### config.mk
export PLATFORM = sky130hd
export DESIGN_NAME = slr_reset_ctrl
export DESIGN_NICKNAME = d
export VERILOG_FILES = /design/src/slr_pkg.sv /design/src/slr_reset_ctrl.sv
export SDC_FILE = /design/constraint.sdc
export NUM_CORES = 1
export LEC_CHECK = 0
export BUFFER_PORTS_ARGS = -buffer_cell sky130_fd_sc_hd__buf_4
export CAP_MARGIN = 25
export CORE_ASPECT_RATIO = 0.75
export CORE_MARGIN = 3
export CORE_UTILIZATION = 40
export CTS_CLUSTER_SIZE = 12
export DETAILED_ROUTE_END_ITERATION = 6
export HOLD_SLACK_MARGIN = 0.02
export MAX_ROUTING_LAYER = met4
export PLACE_DENSITY = 0.73
export SYNTH_ARGS = -nofsm -noshare
export SYNTH_HDL_FRONTEND = slang
export SYNTH_SLANG_ARGS = --single-unit
### constraint.sdc
create_clock -name ref_clk_i -period 2.1 [get_ports ref_clk_i]
set_input_delay 0.105 -clock ref_clk_i [delete_from_list [all_inputs] [get_ports ref_clk_i]]
set_output_delay 0.105 -clock ref_clk_i [all_outputs]
set_load 0.1 [all_outputs]
### src/slr_pkg.sv
// Constants, types and register map of the serial link reset controller.
package slr_pkg;

    ////////////////////////////////////////////////////////////////////////
    // Port states as reported by each link port.
    localparam logic [1:0] PS_DISABLED = 2'h0;
    localparam logic [1:0] PS_ENABLED = 2'h1;
    localparam logic [1:0] PS_READY = 2'h2;
    localparam logic [1:0] PS_CHECK = 2'h3;

    ////////////////////////////////////////////////////////////////////////
    // Register byte offsets.
    localparam logic [11:0] ADDR_CTRL = 12'h000;
    localparam logic [11:0] ADDR_CMD = 12'h004;
    localparam logic [11:0] ADDR_STATUS = 12'h008;
    localparam logic [11:0] ADDR_PCFG0 = 12'h010;
    localparam logic [11:0] ADDR_PCFG1 = 12'h014;

    // Control register fields.
    localparam int CTRL_CFG_NODE = 0;
    localparam int CTRL_LINK_UP = 1;
    localparam int CTRL_WALK_PORT = 2;

    // Command register fields; all but CMD_PORT are write-one strobes.
    localparam int CMD_TOTAL = 0;
    localparam int CMD_ABS = 1;
    localparam int CMD_LINK_RESET = 2;
    localparam int CMD_PORT = 3;
    localparam int CMD_WALK_START = 4;
    localparam int CMD_WALK_NEXT = 5;
    localparam int CMD_WALK_END = 6;

    ////////////////////////////////////////////////////////////////////////
    // Per-port values loaded by a total reset.
    localparam logic [3:0] FIRST_QUOTA_RST = 4'h1;
    localparam logic [3:0] SECOND_QUOTA_RST = 4'h4;
    localparam logic BIT_A_RST = 1'b0;
    localparam logic EXTRA_DETAIL_RST = 1'b0;
    localparam logic [7:0] RECOVERY_COUNTER_RST = 8'h00;
    localparam logic [7:0] ALARM_THRESHOLD_RST = 8'h0a;

    // FLAG characters sent in Enabled before a reset frame may go out.
    localparam logic [7:0] MIN_FLAGS = 8'hc8;

    ////////////////////////////////////////////////////////////////////////
    // Timing at the 125 MHz node clock.
    localparam int unsigned CLK_KHZ = 125000;
    localparam int unsigned WALK_WAIT_MS = 125;
    localparam int unsigned HOLD_S = 10;
    localparam int unsigned WALK_WAIT_CYC = WALK_WAIT_MS * CLK_KHZ;
    localparam int unsigned HOLD_CYC = HOLD_S * 1000 * CLK_KHZ;

    ////////////////////////////////////////////////////////////////////////
    // Types.
    typedef struct packed {
        logic [7:0] alarm_threshold;
        logic [7:0] recovery_counter;
        logic extra_detail_bit;
        logic bit_a;
        logic [3:0] second_quota;
        logic [3:0] first_quota;
    } slr_pcfg_t;

    localparam slr_pcfg_t PCFG_RST = '{
        alarm_threshold: ALARM_THRESHOLD_RST,
        recovery_counter: RECOVERY_COUNTER_RST,
        extra_detail_bit: EXTRA_DETAIL_RST,
        bit_a: BIT_A_RST,
        second_quota: SECOND_QUOTA_RST,
        first_quota: FIRST_QUOTA_RST
    };

    typedef enum logic [6:0] {
        W_IDLE = 7'h01,
        W_PREP = 7'h02,
        W_QUERY = 7'h04,
        W_TOTAL = 7'h08,
        W_ABS = 7'h10,
        W_NEXT = 7'h20,
        W_FINISH = 7'h40
    } slr_walk_t;

    typedef enum logic [2:0] {
        POR_WRAP = 3'h1,
        POR_ABS = 3'h2,
        POR_DONE = 3'h4
    } slr_por_t;

    typedef struct packed {
        logic cfg_node;
        logic link_up;
        logic walk_port;
        slr_pcfg_t [1:0] pcfg;
        logic [1:0][7:0] flag_cnt;
        logic [1:0] tx_pend;
        logic [1:0] tx_abs;
        logic [1:0] lr_pend;
        logic fwd_busy;
        logic fwd_port;
        logic fwd_abs;
        logic hold;
        logic [30:0] hold_tmr;
        slr_por_t por;
        slr_walk_t walk;
        logic [23:0] wtmr;
        logic [1:0] ack;
        logic [1:0] chk;
        logic evt_clear;
        logic evt_abs;
        logic evt_begin;
        logic evt_wrap;
        logic evt_query;
        logic evt_sel;
        logic evt_dead;
        logic evt_prep;
        logic evt_done;
        logic [31:0] prdata;
    } slr_state_t;

endpackage : slr_pkg

### src/slr_reset_ctrl.sv
// Reset handling controller for a two-port serial storage link node.
`timescale 1ns/1ps

module slr_reset_ctrl #(
    parameter int unsigned WALK_WAIT_CYC = slr_pkg::WALK_WAIT_CYC,
    parameter int unsigned HOLD_CYC = slr_pkg::HOLD_CYC
) (
    // Clock and reset
    input wire logic ref_clk_i,
    input wire logic resetn_i,
    // APB slave
    input wire logic psel_i,
    input wire logic penable_i,
    input wire logic pwrite_i,
    input wire logic [11:0] paddr_i,
    input wire logic [31:0] pwdata_i,
    output logic [31:0] prdata_o,
    output logic pready_o,
    output logic pslverr_o,
    // Link port status and received frames
    input wire logic [1:0][1:0] port_state_i,
    input wire logic [1:0] char_sync_i,
    input wire logic [1:0] tx_busy_i,
    input wire logic [1:0] tx_flag_i,
    input wire logic [1:0] rx_link_reset_i,
    input wire logic [1:0] rx_total_i,
    input wire logic [1:0] rx_abs_i,
    input wire logic [1:0] rx_for_node_i,
    // Link port requests
    output logic [1:0] ack_send_o,
    output logic [1:0] enter_check_o,
    output logic [1:0] tx_ctl_o,
    output logic [1:0] tx_ctl_abs_o,
    output logic [1:0] tx_link_reset_o,
    // Node reset actions
    output logic node_clear_o,
    output logic abs_reset_o,
    output logic begin_comm_o,
    output logic wrap_mode_o,
    output logic link_up_o,
    output logic cfg_allowed_o,
    // Web reset walk
    input wire logic reply_i,
    input wire logic known_id_i,
    input wire logic alert_op_i,
    input wire logic master_reconfig_i,
    output logic query_o,
    output logic mark_sel_o,
    output logic node_dead_o,
    output logic walk_prep_o,
    output logic walk_done_o
);

    slr_pkg::slr_state_t r;
    slr_pkg::slr_state_t n;
    logic [1:0] elig;
    logic [1:0] has_fwd;
    logic [1:0] tx_go;
    logic [1:0] lr_go;
    logic [1:0] lr_ok;
    logic wr;
    logic rd_setup;
    logic mapped;

    ////////////////////////////////////////////////////////////////////////
    // Per-port transmit and receive decisions.
    generate
        for (genvar p = 0; p < 2; p++) begin : g_port
            // Reset frames only in Enabled or Ready.
            // Enabled needs the FLAG run first.
            // Held while Disabled or Check; link-up not looked at.
            assign elig[p] = (port_state_i[p] == slr_pkg::PS_READY) |
                ((port_state_i[p] == slr_pkg::PS_ENABLED) &
                 (r.flag_cnt[p] >= slr_pkg::MIN_FLAGS));
            assign has_fwd[p] = r.fwd_busy & (r.fwd_port == 1'(p));
            // Send once the current frame is finished.
            assign tx_go[p] = elig[p] & ~tx_busy_i[p] &
                (r.tx_pend[p] | has_fwd[p]);
            assign tx_ctl_abs_o[p] = r.tx_pend[p] ? r.tx_abs[p] : r.fwd_abs;
            // Link reset leaves only from Check.
            assign lr_go[p] = r.lr_pend[p] & ~tx_busy_i[p] &
                (port_state_i[p] == slr_pkg::PS_CHECK);
            // Accept in Ready or Check, buffers not consulted.
            assign lr_ok[p] = rx_link_reset_i[p] &
                ((port_state_i[p] == slr_pkg::PS_READY) |
                 (port_state_i[p] == slr_pkg::PS_CHECK));

        end
    endgenerate

    assign tx_ctl_o = tx_go;
    assign tx_link_reset_o = lr_go;

    ////////////////////////////////////////////////////////////////////////
    // APB decode; the slave answers with no wait states.
    assign wr = psel_i & penable_i & pwrite_i;
    assign rd_setup = psel_i & ~penable_i & ~pwrite_i;
    assign mapped = (paddr_i == slr_pkg::ADDR_CTRL) |
        (paddr_i == slr_pkg::ADDR_CMD) | (paddr_i == slr_pkg::ADDR_STATUS) |
        (paddr_i == slr_pkg::ADDR_PCFG0) | (paddr_i == slr_pkg::ADDR_PCFG1);
    assign pready_o = 1'b1;
    assign pslverr_o = psel_i & penable_i & ~mapped;

    ////////////////////////////////////////////////////////////////////////
    // Next-state logic.
    always_comb begin
        logic node_rst;
        logic rst_abs;
        logic link_rst;
        logic idx;
        node_rst = 1'b0;
        rst_abs = 1'b0;
        link_rst = 1'b0;
        idx = pwdata_i[slr_pkg::CMD_PORT];
        n = r;
        n.ack = 2'h0;
        n.chk = 2'h0;
        n.evt_clear = 1'b0;
        n.evt_abs = 1'b0;
        n.evt_begin = r.evt_clear;
        n.evt_wrap = 1'b0;
        n.evt_query = 1'b0;
        n.evt_sel = 1'b0;
        n.evt_dead = 1'b0;
        n.evt_prep = 1'b0;
        n.evt_done = 1'b0;

        for (int p = 0; p < 2; p++) begin
            // Count FLAGs sent since the port entered Enabled.
            if (port_state_i[p] != slr_pkg::PS_ENABLED) begin
                n.flag_cnt[p] = 8'h00;
            end else if (tx_flag_i[p] && r.flag_cnt[p] < slr_pkg::MIN_FLAGS) begin
                n.flag_cnt[p] = r.flag_cnt[p] + 8'h01;
            end
            // No credit or sequence strobe exists on this path.
            // Buffers and mode are left alone here.
            if (lr_ok[p]) begin
                n.ack[p] = 1'b1;
                n.chk[p] = port_state_i[p] != slr_pkg::PS_CHECK;
            end
            // Recognised in any state once synchronised.
            if (char_sync_i[p] && (rx_total_i[p] || rx_abs_i[p])) begin
                if (rx_for_node_i[p]) begin
                    node_rst = 1'b1;
                    link_rst = 1'b1;
                    rst_abs = rst_abs | rx_abs_i[p];
                end else if (!n.fwd_busy) begin
                    // One slot; a second frame is dropped.
                    // Only total and absolute resets enter the slot.
                    n.fwd_busy = 1'b1;
                    n.fwd_port = ~1'(p);
                    n.fwd_abs = rx_abs_i[p];
                end
            end
            if (tx_go[p]) begin
                if (r.tx_pend[p]) begin
                    n.tx_pend[p] = 1'b0;
                end else begin
                    n.fwd_busy = 1'b0;
                end
            end
            if (lr_go[p]) begin
                n.lr_pend[p] = 1'b0;
            end
        end

        // Register writes.
        if (wr) begin
            case (paddr_i)
                slr_pkg::ADDR_CTRL: begin
                    n.cfg_node = pwdata_i[slr_pkg::CTRL_CFG_NODE];
                    n.link_up = pwdata_i[slr_pkg::CTRL_LINK_UP];
                    n.walk_port = pwdata_i[slr_pkg::CTRL_WALK_PORT];
                end
                slr_pkg::ADDR_CMD: begin
                    if (pwdata_i[slr_pkg::CMD_TOTAL]) begin
                        n.tx_pend[idx] = 1'b1;
                        n.tx_abs[idx] = 1'b0;
                    end
                    if (pwdata_i[slr_pkg::CMD_ABS]) begin
                        n.tx_pend[idx] = 1'b1;
                        n.tx_abs[idx] = 1'b1;
                    end
                    if (pwdata_i[slr_pkg::CMD_LINK_RESET] &&
                        port_state_i[idx] == slr_pkg::PS_CHECK) begin
                        n.lr_pend[idx] = 1'b1;
                    end
                end
                slr_pkg::ADDR_PCFG0: begin
                    n.pcfg[0] = slr_pkg::slr_pcfg_t'(pwdata_i[25:0]);
                end
                slr_pkg::ADDR_PCFG1: begin
                    n.pcfg[1] = slr_pkg::slr_pcfg_t'(pwdata_i[25:0]);
                end
                default: begin
                end
            endcase
        end

        // Wrap mode first, absolute reset next.
        case (r.por)
            slr_pkg::POR_WRAP: begin
                n.evt_wrap = 1'b1;
                n.por = slr_pkg::POR_ABS;
            end
            slr_pkg::POR_ABS: begin
                node_rst = 1'b1;
                rst_abs = 1'b1;
                n.por = slr_pkg::POR_DONE;
            end
            default: begin
            end
        endcase

        // Web reset walk.
        if (r.wtmr != 24'h0) begin
            n.wtmr = r.wtmr - 24'h1;
        end
        case (r.walk)
            slr_pkg::W_IDLE: begin
                if (wr && paddr_i == slr_pkg::ADDR_CMD &&
                    pwdata_i[slr_pkg::CMD_WALK_START]) begin
                    // Table clear, self entry, disable, begin comms.
                    n.evt_prep = 1'b1;
                    n.link_up = 1'b0;
                    n.evt_begin = 1'b1;
                    n.walk = slr_pkg::W_PREP;
                end
            end
            slr_pkg::W_PREP: begin
                n.evt_query = 1'b1;
                n.wtmr = 24'(WALK_WAIT_CYC - 1);
                n.walk = slr_pkg::W_QUERY;
            end
            slr_pkg::W_QUERY: begin
                // Known node is marked and skipped.
                if (reply_i && known_id_i) begin
                    n.evt_sel = 1'b1;
                    n.walk = slr_pkg::W_NEXT;
                end else if (reply_i || r.wtmr == 24'h0) begin
                    n.tx_pend[r.walk_port] = 1'b1;
                    n.tx_abs[r.walk_port] = 1'b0;
                    n.wtmr = 24'(WALK_WAIT_CYC - 1);
                    n.walk = slr_pkg::W_TOTAL;
                end
            end
            slr_pkg::W_TOTAL: begin
                // Fall back to an absolute reset.
                if (alert_op_i) begin
                    n.walk = slr_pkg::W_NEXT;
                end else if (r.wtmr == 24'h0) begin
                    n.tx_pend[r.walk_port] = 1'b1;
                    n.tx_abs[r.walk_port] = 1'b1;
                    n.wtmr = 24'(WALK_WAIT_CYC - 1);
                    n.walk = slr_pkg::W_ABS;
                end
            end
            slr_pkg::W_ABS: begin
                if (alert_op_i) begin
                    n.walk = slr_pkg::W_NEXT;
                end else if (r.wtmr == 24'h0) begin
                    n.evt_dead = 1'b1;
                    n.walk = slr_pkg::W_NEXT;
                end
            end
            slr_pkg::W_NEXT: begin
                if (wr && paddr_i == slr_pkg::ADDR_CMD) begin
                    if (pwdata_i[slr_pkg::CMD_WALK_END]) begin
                        n.evt_done = 1'b1;
                        n.walk = slr_pkg::W_FINISH;
                    end else if (pwdata_i[slr_pkg::CMD_WALK_NEXT]) begin
                        n.evt_query = 1'b1;
                        n.wtmr = 24'(WALK_WAIT_CYC - 1);
                        n.walk = slr_pkg::W_QUERY;
                    end
                end
            end
            slr_pkg::W_FINISH: begin
                n.walk = slr_pkg::W_IDLE;
            end
            default: begin
                n.walk = slr_pkg::W_IDLE;
            end
        endcase

        // Configuration hold; a new reset wins over the release.
        if (r.hold) begin
            if (master_reconfig_i || r.hold_tmr == 31'h0) begin
                n.hold = 1'b0;
            end else begin
                n.hold_tmr = r.hold_tmr - 31'h1;
            end
        end
        if (link_rst && r.cfg_node) begin
            n.hold = 1'b1;
            n.hold_tmr = 31'(HOLD_CYC - 1);
        end

        // Node clear; per-port values; absolute reset.
        if (node_rst) begin
            n.evt_clear = 1'b1;
            n.evt_abs = rst_abs;
            n.link_up = 1'b0;
            n.lr_pend = 2'h0;
            n.pcfg[0] = slr_pkg::PCFG_RST;
            n.pcfg[1] = slr_pkg::PCFG_RST;
        end

        // Read data is captured in the setup cycle.
        if (rd_setup) begin
            case (paddr_i)
                slr_pkg::ADDR_CTRL: begin
                    n.prdata = {29'h0, r.walk_port, r.link_up, r.cfg_node};
                end
                slr_pkg::ADDR_STATUS: begin
                    n.prdata = {19'h0, r.walk, r.hold, r.fwd_busy,
                        r.lr_pend, r.tx_pend};
                end
                slr_pkg::ADDR_PCFG0: begin
                    n.prdata = {6'h0, r.pcfg[0]};
                end
                slr_pkg::ADDR_PCFG1: begin
                    n.prdata = {6'h0, r.pcfg[1]};
                end
                default: begin
                    n.prdata = 32'h0;
                end
            endcase
        end
    end

    always_ff @(posedge ref_clk_i or negedge resetn_i) begin
        if (!resetn_i) begin
            r <= '0;
            r.por <= slr_pkg::POR_WRAP;
            r.walk <= slr_pkg::W_IDLE;
            r.pcfg <= {slr_pkg::PCFG_RST, slr_pkg::PCFG_RST};
        end else begin
            r <= n;
        end
    end

    ////////////////////////////////////////////////////////////////////////
    // Outputs.
    assign prdata_o = r.prdata;
    assign ack_send_o = r.ack;
    assign enter_check_o = r.chk;
    assign node_clear_o = r.evt_clear;
    assign abs_reset_o = r.evt_abs;
    assign begin_comm_o = r.evt_begin;
    assign wrap_mode_o = r.evt_wrap;
    assign link_up_o = r.link_up;
    assign cfg_allowed_o = ~r.hold;
    assign query_o = r.evt_query;
    assign mark_sel_o = r.evt_sel;
    assign node_dead_o = r.evt_dead;
    assign walk_prep_o = r.evt_prep;
    assign walk_done_o = r.evt_done;
endmodule : slr_reset_ctrl

==> impl_metrics.py, run 1 <==
metrics = {
    "status": {
        "run_status": "finished with violations",
        "failed_checks": "negative setup slack",
    },
    "placement": {
        "dp.cells": 1420,
        "detailedPlacementHpwl_um": 18000,
        "placement.io_buffers": 112,
        "gp_routability_congestion": 0.873,
    },
    "power_and_ir_drop": {
        "power-per-cell-area_mw_per_mm2": 683,
        "switchingPower_mw": 2.32,
        "leakage_nw": 5.59,
        "p_int_mw": 6.05,
        "worst_ir_drop_vdd_uv": 596,
        "pwr-share-clk_pct": 38.6,
        "switching_share_pct": 27.7,
        "pwr-share-comb_pct": 15.9,
        "sequentialPowerShare_pct": 45.4,
    },
    "sta": {
        "fin_worst_skew_ns": 0.00807,
        "drv_slew": 0,
        "timing.final.crit_period_ns": 2.30,
        "fmax_mhz": 436,
        "worst_setup_slack_after_layout_ns": -0.196,
        "layout_worst_path_cycle_share_pct": 109,
        "tightest_slew_ns": 0.594,
        "grt_setup_unrepaired": "true",
        "hold_slack_ns": 0.0965,
        "setup_viol": 24,
        "hold_violations": 0,
        "slew_headroom_pct": 60.4,
    },
    "setup_path": {
        "worst-setup-path-type": "reg -> reg",
        "cp_peak_stage_delay_ns": 0.61,
        "critical_path_peak_fanout": 8,
        "timing.critical_path.cells": "or4_4 -> or4_4 -> o211ai_1 -> buf_4 -> or3_1 -> nand3_1",
        "worst_path_most_repeated_cell": "or4_4",
        "crit_path_top_delay_cell": "or4_4",
        "crit_buf_inv": 1,
        "critPathArrivalTime_ns": 2.61,
        "cp-end-kind": "flip-flop",
        "cp_top_family": "simple AND/OR/NAND/NOR gates",
        "worst-endpoint-required_ns": 2.41,
        "critical_path.startpoint_type": "flip-flop",
    },
    "die": {
        "design.portCount": 126,
        "floorplan.die.height_um": 138,
        "die_area_mm2": 0.0251,
        "initial_core_util_pct": 41.4,
        "die_x_um": 182,
        "fp.coreArea_mm2": 0.0224,
        "placement_rows": 47,
    },
    "final_layout": {
        "area.growth.synth_to_final_pct": 32.2,
        "layout_net_count": 1279,
        "stdcell_count": 1509,
        "area_used_by_multi_input_combinational_logic_mm2": 0.00435,
        "n_fill_cell": 1913,
        "drive_above_1_share_pct": 27.1,
        "layout.area.seq_mm2": 0.00464,
        "finish.utilization_pct": 54.7,
    },
    "worst_hold_path": {
        "worstHoldPathType": "in -> reg",
    },
    "global_route": {
        "total_global_routing_overflow": 0,
        "grt_start_max_net_pins": 69,
        "groute.usage.overall_pct": 21.1,
        "number_of_global_route_vias_before_repair": 7932,
        "grt_antenna_before_repair": 0,
        "grt_first_pass_wirelength_um": 41300,
    },
    "synthesis": {
        "postSynth.asyncResetShare_pct": 100,
        "synth_most_common_cell": "dfrtp_1",
        "post_synth_fa_ha_maj_area_fraction_pct": 0.944,
        "ys_seq_area_share_pct": 50.1,
        "synth_compound_area_share_pct": 15.0,
        "yosys_warnings": 0,
        "synth_area_per_cell_um2": 9.46,
        "synth_enable_flop_cells": 0,
        "synth_simple_gate_area_share_pct": 23.0,
        "top_cells_by_area_in_the_synthesized_netlist": "dfrtp_1 47%, nand2_1 6.4%, a21oi_1 3.9%",
        "yosys.area_share.xor_xnor_pct": 2.46,
        "synth_top_family_by_area": "simple AND/OR/NAND/NOR gates",
        "synth_top_flop_cell": "dfrtp_1",
        "netlist_top_cells_count": "175 x dfrtp_1, 159 x nand2_1, 73 x a21oi_1",
        "synth-seq-cells": 185,
        "synthDominantAreaCellType": "dfrtp_1",
        "netlist.area_leader.share_pct": 47.2,
        "post_synthesis_mux_area_share_pct": 2.98,
        "synth.distinct_cells": 66,
        "synth.cell_area_mm2": 0.00927,
        "synth_cells": 980,
    },
    "drt": {
        "detail_route.drc_violations": 0,
        "detailed_route_wire_length_per_cell_um": 17.1,
        "routed_via_density": 5.45,
        "antenna_violating_nets_post_route": 0,
        "dr.pass1.iters": 5,
        "drt-initial-drc-count": 804,
        "routed_wire_length_um": 25800,
        "vias": 8225,
    },
    "clock_tree": {
        "cts-root-to-sink-buffers": 2,
        "cts_inserted_buffers": 17,
        "clock-root-buffer": "clkbuf_16",
        "cts_tree": "yes",
        "cts_sink_cnt": 185,
        "cts_max_level": 4,
        "clk_latency_ns": 0.43,
        "cts.reportedPaths.clkPinSlew_ns": 0.07,
    },
    "run": {
        "max_cap_viol_count": 0,
    },
}
-- state kept, by name, summed over array words and instances, names as in the netlist --
signal         count
r                145
mark_sel_o         1
prdata_o          26
node_clear_o       1
begin_comm_o       1
query_o            1
node_dead_o        1
abs_reset_o        1
walk_done_o        1
walk_prep_o        1
wrap_mode_o        1
ack_send_o         2
enter_check_o      2
link_up_o          1
-- worst reg2reg max path, stage by stage (launching register included) --
cell and delay (ns):
dfrtp_1 0.38, or4_4 0.57, or4_4 0.61, o211ai_1 0.24, buf_4 0.20, or3_1 0.11, nand3_1 0.07
-- layer usage --
metal | GRT usage, % | up-vias | part of all wire (%) | wire length, um
li1 | - | 3924 | - | -
met1 | 30.2 | 4009 | 48 | 12400
met2 | 30.9 | 264 | 44 | 11400
met3 | 4.20 | 28 | 6.3 | 1610
met4 | 5.67 | 0 | 1.6 | 400
met5 | - | - | 0 | 0
-- through the flow --
step	setup WS (ns)	setup TNS, ns	cell area (um2)	total power, mW
2_1_floorplan	-0.206	-2.42	9370	4.55
3_3_place_gp	-0.169	-2.01	11000	5.07
3_5_place_dp	-0.223	-3.18	11000	5.09
4_1_cts	-0.166	-2.12	12100	8.40
5_1_grt	-0.262	-4.61	12300	8.71
6_report	-0.196	-2.69	12300	8.38
-- timing repair --
item / CTS / global route
hold buffers: 46 / 0
endpoints found under the hold margin: 134 / 0
setup endpoints to repair: 26 / 40
pin swaps: 17 / 18
setup buffers: 5 / 5
gates resized for setup: 16 / 25
-- layout make-up --
| class | count | area share, % |
|---|---|---|
| flip-flops and latches | 185 | 37.9 |
| multi-input cells | 704 | 35.5 |
| repair buffers | 274 | 18.2 |
| diodes | 1 | 0.0204 |
| clock inverters | 11 | 0.980 |
| clock buffers | 21 | 3.84 |
| well taps | 294 | 3.00 |
| inverters | 19 | 0.582 |
-- layout by cell type (no fill, tap or decap), types with 11 or more instances in the layout --
master	instances
dfrtp_1	174
a22o_1	13
clkbuf_16	17
inv_1	18
nand2b_1	12
or4_1	14
buf_4	222
o21ai_0	31
nor2_1	64
nor3_1	14
and3_1	21
a21oi_1	72
nand2_1	159
or3_1	26
mux2i_1	22
dlygate4sd3_1	46
xor2_1	16
nand4_1	11
o31ai_1	21
nand3_1	32
-- power by group through the flow --
stage | registers, mW | logic (mW) | clock network (mW)
2_1_floorplan | 3.88 | 0.671 | 0
3_3_place_gp | 3.86 | 1.21 | 0
3_5_place_dp | 3.86 | 1.23 | 0
4_1_cts | 3.80 | 1.30 | 3.30
5_1_grt | 3.82 | 1.45 | 3.45
6_report | 3.81 | 1.33 | 3.24
-- logic make-up (layout without fill, tap and decap cells) --
kind of cell    after synthesis  in the layout
compound gates              214            214
other cells                   2              8
fa+ha+maj                     7              7
simple gates                423            423
mux                          27             27
xor+xnor                     26             26
flops                       185            185
buf+inv                      96            325
-- worst paths after layout --
path,endpoint,slack [ns],from,depth (start not counted)
max in group asynchronous,r[76],1.09,resetn_i,3
min in group asynchronous,prdata_o[8],0.24,resetn_i,2
hold / removal,r[111],0.1,rx_abs_i[0],3
setup reg to reg,r[56],-0.20,r[54],6
setup / recovery,r[56],-0.20,r[54],6
hold reg to reg,r[76],0.47,r[76],1
Power figures use the tool's default switching activity.
==> inputs of run 2 (changes only) <==
--- a/config.mk
+++ b/config.mk
@@ -15,6 +15,7 @@
 export HOLD_SLACK_MARGIN = 0.02
 export MAX_ROUTING_LAYER = met4
 export PLACE_DENSITY = 0.73
+export RECOVER_POWER = 25
 export SYNTH_ARGS = -nofsm -noshare
 export SYNTH_HDL_FRONTEND = slang
 export SYNTH_SLANG_ARGS = --single-unit
==> run 2 against run 1 <==
Compared with the run above:
- the flow finishes with violations (max-capacitance violations, max-slew violations, negative setup slack)
- sequential power is essentially flat
- wire length is essentially flat
- final cell count is the same
- critical path type unchanged
- largest power group unchanged
==> impl_metrics.py, run 2 (synthesis gave the netlist of run 1 again) <==
metrics = {
    "status": {
        "run_status": "finished with violations",
        "failed_checks": "max-capacitance violations, max-slew violations, negative setup slack",
    },
    "setup_path": {
        "cp-end-kind": "flip-flop",
        "worst_path_most_repeated_cell": "or4_4",
        "critPathArrivalTime_ns": 2.61,
        "timing.critical_path.cells": "or4_4 -> or4_4 -> o211ai_1 -> buf_4 -> or3_1 -> nand3_1",
        "worst-setup-path-type": "reg -> reg",
        "critical_path.startpoint_type": "flip-flop",
        "worst-endpoint-required_ns": 2.41,
        "cp_peak_stage_delay_ns": 0.61,
        "critical_path_peak_fanout": 8,
        "crit_path_top_delay_cell": "or4_4",
    },
    "final_layout": {
        "largest_register_ffs": 145,
        "commonest_cells_after_routing_fill_and_taps_aside": "220 x buf_4, 174 x dfrtp_1, 159 x nand2_1",
        "drive_above_1_share_pct": 26.9,
        "n_fill_cell": 1916,
        "commonest_non_fill_non_tap_cell_in_the_layout": "buf_4",
        "area.growth.synth_to_final_pct": 32.0,
        "layout_net_count": 1279,
        "regMostFlops": "r",
    },
    "power_and_ir_drop": {
        "leakage_nw": 5.58,
        "power_mw": 8.38,
        "power-per-cell-area_mw_per_mm2": 685,
        "worst_ir_drop_vdd_uv": 598,
    },
    "placement": {
        "placement.io_buffers": 112,
        "place_ws_ns": -0.223,
        "detailedPlacementHpwl_um": 18000,
        "gp_routability_congestion": 0.873,
    },
    "clock_tree": {
        "cts_tree": "yes",
        "cts.reportedPaths.clkPinSlew_ns": 0.07,
        "cts_sink_cnt": 185,
        "cts_max_level": 4,
        "clock-root-buffer": "clkbuf_16",
        "cts-root-to-sink-buffers": 2,
        "cts_inserted_buffers": 17,
        "clk_latency_ns": 0.43,
    },
    "sta": {
        "fin_tns_setup_ns": -2.70,
        "fmax_mhz": 435,
        "setup_viol": 24,
        "fin_worst_skew_ns": 0.00909,
        "worst_setup_slack_after_layout_ns": -0.197,
        "hold_violations": 0,
        "drv_slew": 67,
        "hold_slack_ns": 0.0950,
        "grt_setup_unrepaired": "true",
        "timing.final.crit_period_ns": 2.30,
        "tightest_slew_ns": 1.79,
        "slew_headroom_pct": -19.6,
        "layout_worst_path_cycle_share_pct": 109,
    },
    "drt": {
        "drt-initial-drc-count": 808,
        "routed_via_density": 5.46,
        "dr.pass1.iters": 5,
        "detail_route.drc_violations": 0,
        "vias": 8232,
        "antenna_violating_nets_post_route": 0,
        "routed_wire_length_um": 25800,
        "detailed_route_wire_length_per_cell_um": 17.1,
    },
    "global_route": {
        "grt_antenna_before_repair": 0,
        "grt_start_max_net_pins": 69,
        "groute.usage.overall_pct": 21.1,
        "total_global_routing_overflow": 0,
        "grt_first_pass_wirelength_um": 41300,
        "number_of_global_route_vias_before_repair": 7932,
    },
    "die": {
        "fp.coreArea_mm2": 0.0224,
        "initial_core_util_pct": 41.4,
        "design.portCount": 126,
        "floorplan.die.height_um": 138,
        "placement_rows": 47,
        "die_area_mm2": 0.0251,
        "die_x_um": 182,
    },
    "worst_hold_path": {
        "worstHoldPathType": "in -> reg",
    },
    "run": {
        "max_cap_viol_count": 1,
    },
}
==> run 2: cell types whose count changed in the layout (fill, tap and decap cells not counted) <==
cell / previous run / this run
clkbuf_2: 0 / 1
clkbuf_8: 4 / 3
dfstp_2: 10 / 9
dfstp_1: 0 / 1
clkbuf_1: 1 / 2
buf_8: 0 / 1
buf_12: 4 / 3
clkbuf_4: 0 / 1
buf_4: 222 / 220
==> run 2: cell type report <==
type	count	area [um2]	share of cell area (%)
Sequential cell	185	4640	37.9
Multi-Input combinational cell	704	4350	35.5
Timing Repair Buffer	274	2210	18.1
Clock buffer	21	470	3.84
Tap cell	294	368	3.01
Clock inverter	11	120	0.981
Inverter	19	71.3	0.583
Antenna cell	1	2.50	0.0204
==> run 2: metal layers <==
layer / routed length (um) / global-route usage, %
met3: 1510 / 4.20
met2: 11400 / 30.9
met1: 12500 / 30.2
met5: 0 / -
met4: 395 / 5.67
==> run 2: metrics by stage <==
| step | utilization [%] | instance area [um2] | instances |
|---|---|---|---|
| final | 54.6 | 12200 | 1509 |
| after global routing | 54.6 | 12200 | 1508 |
| after CTS | 54.1 | 12100 | 1503 |
| after detailed placement | 49.1 | 11000 | 1420 |
| after global placement | 49.1 | 11000 | 1420 |
| after floorplan | - | 9370 | 985 |
==> run 2: path summary, 6_finish.rpt <==
check	from	endpoint	slack, ns	depth (start not counted)
setup / recovery	r[54]	r[56]	-0.20	6
hold / removal	rx_abs_i[0]	r[111]	0.09	3
setup reg to reg	r[54]	r[56]	-0.20	6
hold reg to reg	prdata_o[20]	prdata_o[20]	0.48	2
max in group asynchronous	resetn_i	r[181]	0.23	3
min in group asynchronous	resetn_i	prdata_o[8]	0.68	2
==> run 2: worst max-delay path, delay by kind of cell, from the launching register on <==
family / cells / cell delay [ns]
AOI/OAI and AO/OA: 1 / 0.24
buffers and inverters: 1 / 0.20
DFF: 1 / 0.38
and+or+nand+nor: 4 / 1.36
==> run 2: report_power, final <==
part	internal (mW)	switching (mW)	total, mW
combinational	0.514	0.816	1.33
sequential	3.69	0.117	3.81
clock	1.85	1.40	3.24
total	6.05	2.33	8.38
==> run 2: timing repair <==
action                                  in CTS  in global routing
endpoints found under the setup margin      26                 40
buffers inserted                             5                  5
hold buffers                                46                  0
resized for setup                           16                 25
pin swaps                                   17                 18
endpoints found under the hold margin      134                  0
